[config.mk]
export PLATFORM = sky130hd
export DESIGN_NAME = tsip_irq_ctrl
export DESIGN_NICKNAME = d
export VERILOG_FILES = /design/src/rtl/tsip_pkg.sv /design/src/rtl/tsip_irq_ctrl.sv /design/src/rtl/tsip_arbiter.sv
export VERILOG_INCLUDE_DIRS = /design/src /design/src/rtl
export SDC_FILE = /design/constraint.sdc
export NUM_CORES = 1
export LEC_CHECK = 0
export ABC_CLOCK_PERIOD_IN_PS = 9700
export BUFFER_PORTS_ARGS = -buffer_cell sky130_fd_sc_hd__clkbuf_2
export CORE_MARGIN = 2
export CORE_UTILIZATION = 25
export CTS_BUF_LIST = sky130_fd_sc_hd__clkbuf_8
export DETAILED_ROUTE_END_ITERATION = 7
export PLACE_DENSITY = 0.45
export REMOVE_ABC_BUFFERS = 1
export SYNTH_ARGS = -nofsm -noshare
export SYNTH_HDL_FRONTEND = slang
export SYNTH_SLANG_ARGS = --single-unit
[constraint.sdc]
create_clock -name core_clk -period 9.7 [get_ports core_clk]
set_input_delay 0.485 -clock core_clk [delete_from_list [all_inputs] [get_ports core_clk]]
set_output_delay 0.485 -clock core_clk [all_outputs]
set_load 0.05 [all_outputs]
[src/rtl/tsip_consts.svh]
`ifndef TSIP_CONSTS_SVH
`define TSIP_CONSTS_SVH
`define TSIP_ADDR_ENABLE_A 8'ha8
`define TSIP_ADDR_PRIO_LOW 8'ha9
`define TSIP_ADDR_ENABLE_B 8'hb8
`define TSIP_ADDR_PRIO_HIGH 8'hb9
`define TSIP_BIT_GLOBAL_EN 7
`define TSIP_BIT_WDT_REFRESH 6
`define TSIP_BIT_WDT_START 6
`define TSIP_BIT_RELOAD_EN 7
`define TSIP_BIT_WDT_STATUS 6
`define TSIP_PAIR_MASK 8'h3f
`define TSIP_ENABLE_A_RST 8'h00
`define TSIP_ENABLE_B_RST 8'h00
`define TSIP_PRIO_RST 8'h00
`define TSIP_VEC_BASE_A 16'h0003
`define TSIP_VEC_BASE_B 16'h0043
`define TSIP_VEC_STEP 16'h0008
`define TSIP_NUM_SRC 12
`endif

[src/rtl/tsip_pkg.sv]
package tsip_pkg;
  typedef logic [1:0] tsip_level_type;
  typedef enum logic [1:0] {TSIP_IDLE, TSIP_CALL} tsip_state_type;
endpackage

[src/rtl/tsip_irq_ctrl.sv]
`timescale 1ns/1ps
`include "tsip_consts.svh"
module tsip_irq_ctrl
  import tsip_pkg::*;
(
  input wire logic core_clk, // Machine-cycle clock
  input wire logic rst, // Async reset, active high
  input wire logic [7:0] sfr_addr, // Register address
  input wire logic [7:0] sfr_wdata, // Write data
  input wire logic sfr_wr, // Write strobe
  input wire logic sfr_rd, // Read strobe
  output logic [7:0] sfr_rdata, // Read data, registered
  input wire logic ext0_request, // External 0 flag
  input wire logic tmr0_overflow_request, // Timer 0 flag
  input wire logic ext1_request, // External 1 flag
  input wire logic tmr1_overflow_request, // Timer 1 flag
  input wire logic serial_receive_request, // Serial receive flag
  input wire logic serial_transmit_request, // Serial transmit flag
  input wire logic tmr2_overflow_request, // Timer 2 overflow flag
  input wire logic adc_done_request, // ADC flag
  input wire logic [6:2] ext_set, // Set pulses for ext2..ext6 flags
  input wire logic tmr2_reload_pin, // Timer 2 reload input pin
  input wire logic watchdog_status_bit, // Watchdog status
  input wire logic poll_ok, // CPU may take a call this cycle
  input wire logic reti, // Return from interrupt pulse
  output logic irq_call, // Vector call pulse
  output logic [15:0] irq_vector, // Vector address
  output logic [6:2] ext_request, // ext2..ext6 request flags
  output logic tmr2_reload_request, // Timer 2 reload flag
  output logic watchdog_refresh, // Watchdog refresh pulse
  output logic watchdog_start, // Watchdog start pulse
  output logic [3:0] active_levels // Levels in progress
);
  logic [7:0] en_a_r, en_a_nxt, en_b_r, en_b_nxt, pl_r, pl_nxt, ph_r, ph_nxt;
  logic [7:0] rdata_nxt;
  logic [6:2] ext_r, ext_nxt;
  logic reload_r, reload_nxt, pin_d_r;
  logic wd_ref_nxt, wd_st_nxt;
  logic call_nxt;
  logic [15:0] vec_nxt;
  logic [3:0] act_r, act_nxt;
  logic [11:0] req;
  logic found;
  logic [3:0] win_idx;
  tsip_level_type win_level;
  logic wr_a, wr_b, wr_pl, wr_ph;
  logic take, cfg_wr;
  logic [3:0] pop;

  assign wr_a = sfr_wr && sfr_addr == `TSIP_ADDR_ENABLE_A;
  assign wr_b = sfr_wr && sfr_addr == `TSIP_ADDR_ENABLE_B;
  assign wr_pl = sfr_wr && sfr_addr == `TSIP_ADDR_PRIO_LOW;
  assign wr_ph = sfr_wr && sfr_addr == `TSIP_ADDR_PRIO_HIGH;

  // Gated requests, index = pair for left members, pair + 6 for right members
  always_comb begin
    logic [11:0] raw;
    logic [11:0] en;
    raw = {ext_r[6], ext_r[5], ext_r[4], ext_r[3], ext_r[2], adc_done_request,
           tmr2_overflow_request | reload_r,
           serial_receive_request | serial_transmit_request,
           tmr1_overflow_request, ext1_request, tmr0_overflow_request, ext0_request};
    en = {en_b_r[5:0], en_a_r[5:0]};
    req = en_a_r[`TSIP_BIT_GLOBAL_EN] ? (raw & en) : 12'h000;
  end

  tsip_arbiter #(.NSRC(`TSIP_NUM_SRC)) u_arb (
    .req(req),
    .prio_low(pl_r[5:0]),
    .prio_high(ph_r[5:0]),
    .active(act_r),
    .found(found),
    .win_idx(win_idx),
    .win_level(win_level)
  );

  // Calls are refused right after a call, on return and on register writes
  assign cfg_wr = wr_a || wr_b || wr_pl || wr_ph;
  assign take = found && poll_ok && !irq_call && !reti && !cfg_wr;

  // Left members count up from one base, right members from the other
  function automatic logic [15:0] vector_of(input logic [3:0] idx);
    if (idx < 4'h6) begin
      return `TSIP_VEC_BASE_A + `TSIP_VEC_STEP * {12'h000, idx};
    end
    return `TSIP_VEC_BASE_B + `TSIP_VEC_STEP * ({12'h000, idx} - 16'h0006);
  endfunction

  // Enable and priority registers; watchdog bits only pulse
  always_comb begin
    en_a_nxt = en_a_r;
    en_b_nxt = en_b_r;
    pl_nxt = pl_r;
    ph_nxt = ph_r;
    wd_ref_nxt = 1'b0;
    wd_st_nxt = 1'b0;
    if (wr_a) begin
      en_a_nxt = sfr_wdata & ~(8'h01 << `TSIP_BIT_WDT_REFRESH);
      wd_ref_nxt = sfr_wdata[`TSIP_BIT_WDT_REFRESH];
    end
    if (wr_b) begin
      en_b_nxt = sfr_wdata & ~(8'h01 << `TSIP_BIT_WDT_START);
      wd_st_nxt = sfr_wdata[`TSIP_BIT_WDT_START];
    end
    if (wr_pl) begin
      pl_nxt = sfr_wdata & `TSIP_PAIR_MASK;
    end
    if (wr_ph) begin
      ph_nxt = sfr_wdata & `TSIP_PAIR_MASK;
    end
  end

  always_ff @(posedge core_clk or posedge rst) begin
    if (rst) begin
      en_a_r <= `TSIP_ENABLE_A_RST;
      en_b_r <= `TSIP_ENABLE_B_RST;
      pl_r <= `TSIP_PRIO_RST;
      ph_r <= `TSIP_PRIO_RST;
      watchdog_refresh <= 1'b0;
      watchdog_start <= 1'b0;
    end else begin
      en_a_r <= en_a_nxt;
      en_b_r <= en_b_nxt;
      pl_r <= pl_nxt;
      ph_r <= ph_nxt;
      watchdog_refresh <= wd_ref_nxt;
      watchdog_start <= wd_st_nxt;
    end
  end

  // Request flags held here; a new set beats the vectoring clear
  always_comb begin
    reload_nxt = reload_r;
    if (pin_d_r && !tmr2_reload_pin && en_b_r[`TSIP_BIT_RELOAD_EN]) begin
      reload_nxt = 1'b1;
    end
    ext_nxt = ext_r;
    if (take && win_idx >= 4'h7) begin
      ext_nxt[win_idx - 4'h5] = 1'b0;
    end
    ext_nxt = ext_nxt | ext_set;
  end

  always_ff @(posedge core_clk or posedge rst) begin
    if (rst) begin
      ext_r <= 5'h00;
      reload_r <= 1'b0;
      pin_d_r <= 1'b1;
    end else begin
      ext_r <= ext_nxt;
      reload_r <= reload_nxt;
      pin_d_r <= tmr2_reload_pin;
    end
  end

  // Vector call pulse; the address holds until the next call
  always_comb begin
    call_nxt = take;
    vec_nxt = irq_vector;
    if (take) begin
      vec_nxt = vector_of(win_idx);
    end
  end

  always_ff @(posedge core_clk or posedge rst) begin
    if (rst) begin
      irq_call <= 1'b0;
      irq_vector <= 16'h0000;
    end else begin
      irq_call <= call_nxt;
      irq_vector <= vec_nxt;
    end
  end

  // Return drops the highest level in progress, a call marks its own
  always_comb begin
    pop = 4'h0;
    for (int i = 0; i < 4; i++) begin
      if (act_r[i]) begin
        pop = 4'h1 << i;
      end
    end
    act_nxt = act_r;
    if (reti) begin
      act_nxt = act_nxt & ~pop;
    end
    if (take) begin
      act_nxt[win_level] = 1'b1;
    end
  end

  always_ff @(posedge core_clk or posedge rst) begin
    if (rst) begin
      act_r <= 4'h0;
    end else begin
      act_r <= act_nxt;
    end
  end

  // Read data stands one cycle; idle and unmapped reads give zero
  always_comb begin
    rdata_nxt = 8'h00;
    if (sfr_rd) begin
      unique case (sfr_addr)
        `TSIP_ADDR_ENABLE_A: rdata_nxt = en_a_r;
        `TSIP_ADDR_ENABLE_B: rdata_nxt = en_b_r;
        `TSIP_ADDR_PRIO_LOW: begin
          rdata_nxt = pl_r;
          rdata_nxt[`TSIP_BIT_WDT_STATUS] = watchdog_status_bit;
        end
        `TSIP_ADDR_PRIO_HIGH: rdata_nxt = ph_r;
        default: rdata_nxt = 8'h00;
      endcase
    end
  end

  always_ff @(posedge core_clk or posedge rst) begin
    if (rst) begin
      sfr_rdata <= 8'h00;
    end else begin
      sfr_rdata <= rdata_nxt;
    end
  end

  assign ext_request = ext_r;
  assign tmr2_reload_request = reload_r;
  assign active_levels = act_r;
endmodule // tsip_irq_ctrl

[src/rtl/tsip_arbiter.sv]
`timescale 1ns/1ps
`include "tsip_consts.svh"
// Picks the winning source: highest level, then fixed polling order
module tsip_arbiter
  import tsip_pkg::*;
#(
  parameter int NSRC = 12
) (
  input wire logic [NSRC-1:0] req, // Enabled pending requests
  input wire logic [5:0] prio_low, // Low level bit per pair
  input wire logic [5:0] prio_high, // High level bit per pair
  input wire logic [3:0] active, // Levels in progress
  output logic found, // A source may be taken
  output logic [3:0] win_idx, // Winning source index
  output tsip_level_type win_level // Level of the winner
);
  // Source s: s<6 is left member of pair s, else right member of pair s-6
  function automatic tsip_level_type level_of(input int s);
    int p;
    p = (s < 6) ? s : s - 6;
    level_of = {prio_high[p], prio_low[p]};
  endfunction

  always_comb begin
    int lv;
    int pr;
    int s;
    lv = 0;
    pr = 0;
    s = 0;
    found = 1'b0;
    win_idx = 4'h0;
    win_level = 2'h0;
    // Highest level first, then pair order, left before right
    for (lv = 3; lv >= 0; lv--) begin
      for (pr = 0; pr < 12; pr++) begin
        if (!found && pr < NSRC) begin
          s = (pr % 2 == 0) ? pr / 2 : pr / 2 + 6;
          // Only a strictly higher level than any active one may enter
          if (req[s] && level_of(s) == lv[1:0] && (active >> lv) == 4'h0) begin
            found = 1'b1;
            win_idx = s[3:0];
            win_level = lv[1:0];
          end
        end
      end
    end
  end
endmodule // tsip_arbiter

==> results of run 1 <==
==> worst min-delay path by stage <==
stage                     depth (start not counted)  slack, ns             to            start
after global placement                            2       0.47  irq_vector[6]    irq_vector[6]
final                                             1       0.24        pin_d_r  tmr2_reload_pin
after detailed placement                          2       0.47  irq_vector[6]    irq_vector[6]
after CTS                                         1       0.23        pin_d_r  tmr2_reload_pin
after floorplan                                   0       0.49        pin_d_r  tmr2_reload_pin
after global routing                              1       0.23        pin_d_r  tmr2_reload_pin
==> stage by stage <==
stage	cell area [sq um]	instances	util [%]	hold slack [ns]	power, mW
6_report	4850	731	29.3	0.242	0.465
5_1_grt	4850	731	29.3	0.232	0.488
4_1_cts	4850	731	29.3	0.230	0.472
3_5_place_dp	4750	723	28.6	0.472	0.319
3_3_place_gp	4750	723	28.6	0.469	0.319
2_1_floorplan	4090	428	-	0.489	0.290
==> power by group <==
group | switching, mW | internal [mW]
clock | 0.0903 | 0.0605
combinational | 0.0397 | 0.0240
sequential | 0.0140 | 0.237
total | 0.144 | 0.321
==> cell type report <==
cell class,count,area [sq um],area share (%)
Timing Repair Buffer,75,383,7.89
Clock buffer,6,82.6,1.70
Inverter,14,52.6,1.08
Sequential cell,55,1380,28.4
Multi-Input combinational cell,359,2660,54.8
Tap cell,220,275,5.67
Clock inverter,2,20.0,0.413
==> layer usage <==
| metal | GRT usage, % | share of wire (%) | up-vias | routed length [um] |
|---|---|---|---|---|
| li1 | - | - | 1861 | - |
| met5 | 0 | 0 | - | 0 |
| met1 | 22.7 | 45 | 2046 | 6640 |
| met3 | 2.00 | 5.6 | 26 | 824 |
| met2 | 26.7 | 46 | 165 | 6830 |
| met4 | 6.26 | 3.1 | 0 | 464 |
==> Yosys cell counts (all sizes together) (4+ instances only) <==
cell / count
o22ai: 8
mux2: 26
nor2b: 5
o211ai: 5
o32ai: 4
a22oi: 7
or4b: 5
nand2b: 4
nor2: 42
nor4: 8
clkbuf: 6
or3: 6
nand4b: 4
nand4: 14
buf: 19
dfrtp: 54
nand2: 43
o21ai: 15
and3: 12
a21oi: 12
mux4: 6
inv: 14
and2: 4
a31oi: 8
nand3: 19
or4: 10
ha: 6
a22o: 7
nor3: 19
==> flip-flops by register name, indices dropped and copies added, names as in the netlist <==
name,flops
ext_request,5
en_b_r,7
pin_d_r,1
ph_r,6
pl_r,6
irq_vector,7
watchdog_start,1
en_a_r,7
sfr_rdata,8
watchdog_refresh,1
irq_call,1
tmr2_reload_request,1
active_levels,4
==> logic make-up after synthesis <==
logic type,after synthesis,share of synthesized area (%)
adders and majority gates,6,1.77
and+or+nand+nor,212,29.5
AOI/OAI and AO/OA,105,20.6
other,1,0.0884
xor gates and xnor gates,2,0.413
DFF,55,32.5
buffers and inverters,39,4.84
muxes,33,10.3
==> critical path, stage by stage (launching register included) <==
cell       delay (ns)
dfrtp_1          0.67
or3_1            0.67
nor4_1           0.88
a2111oi_1        0.14
and2_1           0.25
a31oi_1          0.20
and3_1           0.25
nand3_1          0.15
inv_1            0.14
ha_1             0.17
o21ai_0          0.07
or4_1            0.44
o22ai_2          0.23
a41oi_1          0.14
==> results_dict.tcl, run 1 <==
set metrics [dict create \
    status "finished, final reports clean" \
    synthesis.instances 453 \
    areaGrowthSynthToFinish_pct 14.3 \
    holdBufCountCts 0 \
    final_cell_mix "clkbuf_2, dfrtp_1, nand2_1, nor2_1, mux2_2" \
    track_usage_pct 16.6 \
    crit_path_start "active_levels[3]" \
    place_congestion 0.914 \
    reg2reg_from "active_levels[3]" \
    synth-seq-cells 55 \
    cp_max_fo 23 \
    r2r_slack_ns 5.17 \
    synth_area_leaders "dfrtp_1, mux2_2, nand2_1, nor2_1, mux4_2" \
    maxSlewViolCount 0 \
    grt_pass1_wl_mm 23.2 \
    grt_pass1_vias 4028 \
    die_x_um 134 \
    crit_end "ext_request[4]" \
    syn-mean-instance-area_sq_um 9.37 \
    root_buffer "clkbuf_8" \
    cp.arrival_ns 4.75 \
    ys_types 89 \
    initial_core_util_pct 25.6 \
    nFillCells 1786 \
    ctsHtreeMaxLevel 2 \
    finalNetCount 553 \
    start_kind "register" \
    max_freq_mhz 221 \
    power_density_nw_per_um2 95.9 \
    antenna_found_initial 0 \
    wl_per_cell_um 20.2 \
    synth_ff_type "dfrtp_1" \
    io_pins 74 \
    max_slew_margin_pct 32.4 \
    worst_pin_slew_ns 1.00 \
    layout_setup_ws_ns 5.17 \
    numCtsBuffers 5 \
    drc 0 \
    cts_tree "done" \
    clockBufferDepth 2 \
    hold_viol 0 \
    cellLeakagePower_nw 2.12 \
    synth_edf_count 0 \
    finalCritPeriodShare_pct 46.7 \
    yosys_warnings 0 \
    finalClockSkew_ns 0.0137 \
    irDropWorstVdd_mv 0.0483 \
    setup_viol 0 \
    mostFrequentLayoutCell "clkbuf_2" \
    ant_nets 0 \
    synthArstFlopShare_pct 100 \
    vias 4098 \
    rsz0062_at_grt "false" \
    post_cts_buffers 0 \
    n_antenna_cell 0 \
    reg2reg_to "ext_request[4]" \
    dpl.hpwl_mm 11.6 \
    coreArea_sq_um 16600 \
    clock_sinks 55 \
    wirelength_mm 14.8 \
    fin_setup_tns_ns 0 \
    ys_seq_area_share_pct 32.5 \
    dr.first_iter.drc_count 369 \
    die_area_sq_um 18000 \
    cts_resized 0 \
    synth_top_area_share_pct 31.8 \
    drive_gt1_share_pct 30.1 \
    die_y_um 134 \
    overflow 0 \
    via_per_inst 5.61 \
    cp-end-kind "register" \
    dp_slack_ns 5.26 \
    maxCapViolCount 0 \
    clock_latency_ns 0.34 \
    layout_min_cycle_time_ns 4.53 \
    crit_required_ns 9.92 \
    hold_class "in -> reg" \
    r2r_cells 13 \
    path_clk_slew_ns 0.12 \
    num_rows 47 \
    worst-setup-path-type "reg -> reg" \
    yosys.area.top_type "dfrtp_1" \
    port_buffers 72 \
    grt_max_degree 56 \
    synth_area_sq_um 4240 \
    dr.pass1.iters 6 \
]
No activity file was read; power rests on OpenSTA's default activity.
==> run 2, diff against run 1 <==
ABC_AREA = 1   (was not set)
ABC_CLOCK_PERIOD_IN_PS = 3800   (was 9700)
PLACE_DENSITY = 0.47   (was 0.45)
clock period = 3.8 ns   (was 9.7 ns; I/O delays follow)
==> run 2 against run 1 <==
Net effect: non-clock buffer count rose by 135; flip-flop and latch count did not move; highest routed layer unchanged; the run now ends with setup timing left; first-iteration DRC count fell by 36%; cell area rose by 27%; via count grew 10%; clock power grew to 2.8 times the previous value; setup slack worse by 5.2 ns; final cell count is 36% higher; critical endpoint is now irq_vector[7]; register-to-register slack worse by 5.2 ns; critical path depth up 10; largest power group is now combinational cells.
==> results_dict.tcl, run 2 <==
set metrics [dict create \
    dr.first_iter.drc_count 237 \
    r2r_slack_ns -0.03 \
    syn-mean-instance-area_sq_um 7.07 \
    final_cell_mix "buf_4, nand2_1, inv_1, clkbuf_2, nor2_1" \
    mostFrequentLayoutCell "buf_4" \
    synth-seq-cells 55 \
    violations "setup timing" \
    worst_pin_slew_ns 0.811 \
    max_slew_margin_pct 45.7 \
    layout_setup_ws_ns -0.0292 \
    dpl.hpwl_mm 11.2 \
    die_area_sq_um 17200 \
    synth_area_sq_um 4050 \
    drive_gt1_share_pct 42.6 \
    synth_edf_count 0 \
    yosys.area.top_type "dfrtp_1" \
    hold_viol 0 \
    ant_nets 0 \
    io_pins 74 \
    cp_max_fo 5 \
    synthArstFlopShare_pct 100 \
    reg2reg_to "irq_vector[7]" \
    start_kind "register" \
    total_power_mw 3.05 \
    crit_end "irq_vector[7]" \
    crit_path_start "en_a_r[7]" \
    synth_ff_type "dfrtp_1" \
    layout_min_cycle_time_ns 3.83 \
    yosys_warnings 0 \
    holdWs_ns 0.0304 \
    cts_tree "done" \
    top_register "sfr_rdata" \
    clockBufferDepth 2 \
    numCtsBuffers 5 \
    cp-end-kind "register" \
    die_y_um 131 \
    finalCritPeriodShare_pct 101 \
    port_buffers 72 \
    irDropWorstVdd_mv 0.328 \
    crit_chain "bufbuf_16, nand3_2, nor2_1, nor2_2, nand4_4, nor3_4, nand4_4, buf_4, nor2_1, nand2_1, o21ai_0, inv_1, nand2_1, nand3_1, nor2_1, nand2_1, nor2_4, nand2_4, ha_2, inv_2, ha_4, ha_4, o31ai_4" \
    vias 4515 \
    critical-path-top-delay-family "simple AND/OR/NAND/NOR gates" \
    reg2reg_from "en_a_r[7]" \
    grt_pass1_wl_mm 23.4 \
    cellLeakagePower_nw 3.08 \
    cp.arrival_ns 4.07 \
    slowest_stage "dfrtp_2" \
    crit_required_ns 4.04 \
    finalNetCount 819 \
    num_rows 46 \
    synth.most_common_cell "nand2_1" \
    ys_types 42 \
    max_freq_mhz 261 \
    setup_viol 4 \
    synth_top_area_share_pct 33.4 \
    hold_class "in -> async" \
    grt_pass1_vias 4676 \
    path_buf_inv 4 \
    synth_area_leaders "dfrtp_1, nand2_1, inv_1, nor2_1, nand3_1" \
    via_per_inst 4.55 \
    ctsHtreeMaxLevel 2 \
    rsz0062_at_grt "true" \
    clock_latency_ns 0.33 \
    wl_per_cell_um 14.5 \
    yosys-top-cells-count "nand2_1, inv_1, nor2_1, dfrtp_1, nand3_1" \
    clock_sinks 55 \
    finalClockSkew_ns 0.00886 \
    antenna_found_initial 0 \
    synthesis.instances 573 \
    fin_setup_tns_ns -0.0433 \
    coreArea_sq_um 15900 \
    maxSlewViolCount 0 \
    die_x_um 131 \
    areaGrowthSynthToFinish_pct 52.6 \
    design_area_sq_um 6180 \
    worst-setup-path-type "reg -> reg" \
    path_clk_slew_ns 0.11 \
    largest_register_ffs 8 \
    overflow 0 \
    wirelength_mm 14.4 \
    drc 0 \
    cpPeakStageDelay_ns 0.46 \
    grt_max_degree 56 \
    ys_seq_area_share_pct 34.0 \
    track_usage_pct 16.6 \
    place_area_sq_um 5420 \
    power_density_nw_per_um2 493 \
    r2r_cells 23 \
    n_antenna_cell 0 \
    place_congestion 0.881 \
    cp.depth 23 \
    root_buffer "clkbuf_8" \
    utilization_pct 38.9 \
    maxCapViolCount 0 \
    initial_core_util_pct 25.5 \
    dr.pass1.iters 4 \
    status "finished, violations left" \
]
==> run 2: cell count changes after synthesis, sizes merged, moves of 10 or more <==
| cell | delta |
|---|---|
| nand2 | +69 |
| or4 | -10 |
| and3 | -12 |
| inv | +82 |
| mux2 | -16 |
| nand3 | +27 |
| o21ai | +23 |
| nor2 | +50 |
==> run 2: area by class of cell <==
| class | count | area, sq um |
|---|---|---|
| clock buffers | 5 | 68.8 |
| clock inverters | 3 | 55.1 |
| fillers | 1674 | 9700 |
| inverters | 97 | 367 |
| multi-input cells | 407 | 2570 |
| flip-flops and latches | 55 | 1380 |
| well taps | 216 | 270 |
| repair buffers | 210 | 1480 |
==> run 2: power by group <==
group / internal [mW] / switching (mW) / total (mW)
clock network: 0.203 / 0.223 / 0.427
logic: 0.795 / 1.12 / 1.91
registers: 0.646 / 0.0622 / 0.709
total: 1.64 / 1.40 / 3.05
==> run 2: worst min-delay path by stage <==
stage	to	cells after the start
floorplan	pin_d_r	0
global placement	pin_d_r	1
detailed placement	pin_d_r	1
CTS	ext_request[5]	3
global route	ext_request[5]	3
finish	tmr2_reload_request	3
==> run 2: cells by family (layout without fill, tap and decap cells) <==
family	count (synthesis)	after routing	synth area share (%)
AO/OA/AOI/OAI	74	74	10.6
adder cells (fa/ha/maj)	6	6	1.85
buffers and inverters	111	315	11.3
flip-flops	55	55	34.0
multiplexers	10	10	2.78
other	1	1	0.0926
AND/OR/NAND/NOR	316	316	39.4
==> run 2: worst register-to-register path: cells and delay by family (launching register included) <==
kind	cells	cell delay, ns
and+or+nand+nor	14	1.76
buffers and inverters	4	0.59
AOI/OAI and AO/OA	2	0.30
DFF	1	0.46
adders and majority gates	3	0.63
==> run 2: stage by stage <==
| stage | worst slack, ns | cells |
|---|---|---|
| floorplan | -0.180 | 559 |
| global placement | -0.118 | 954 |
| detailed placement | -0.0946 | 954 |
| CTS | -0.0578 | 986 |
| global route | -0.285 | 993 |
| finish | -0.0292 | 993 |
==> run 2: routing by layer <==
metal  track usage, %  part of all wire (%)  vias to the layer above
met5                0                     0                        -
met4             4.29                   1.5                        0
met3             1.54                   3.0                       17
met2             29.6                    49                       88
met1             21.7                    46                     2108
li1                 -                     -                     2302
==> run 2: what timing repair did <==
action	4_1_cts	5_1_grt
endpoints found under the hold margin	1	0
pin swaps	26	43
resized for setup	43	48
setup buffers	22	8
setup endpoints to repair	6	11
hold buffers	1	0
gates cloned	1	0
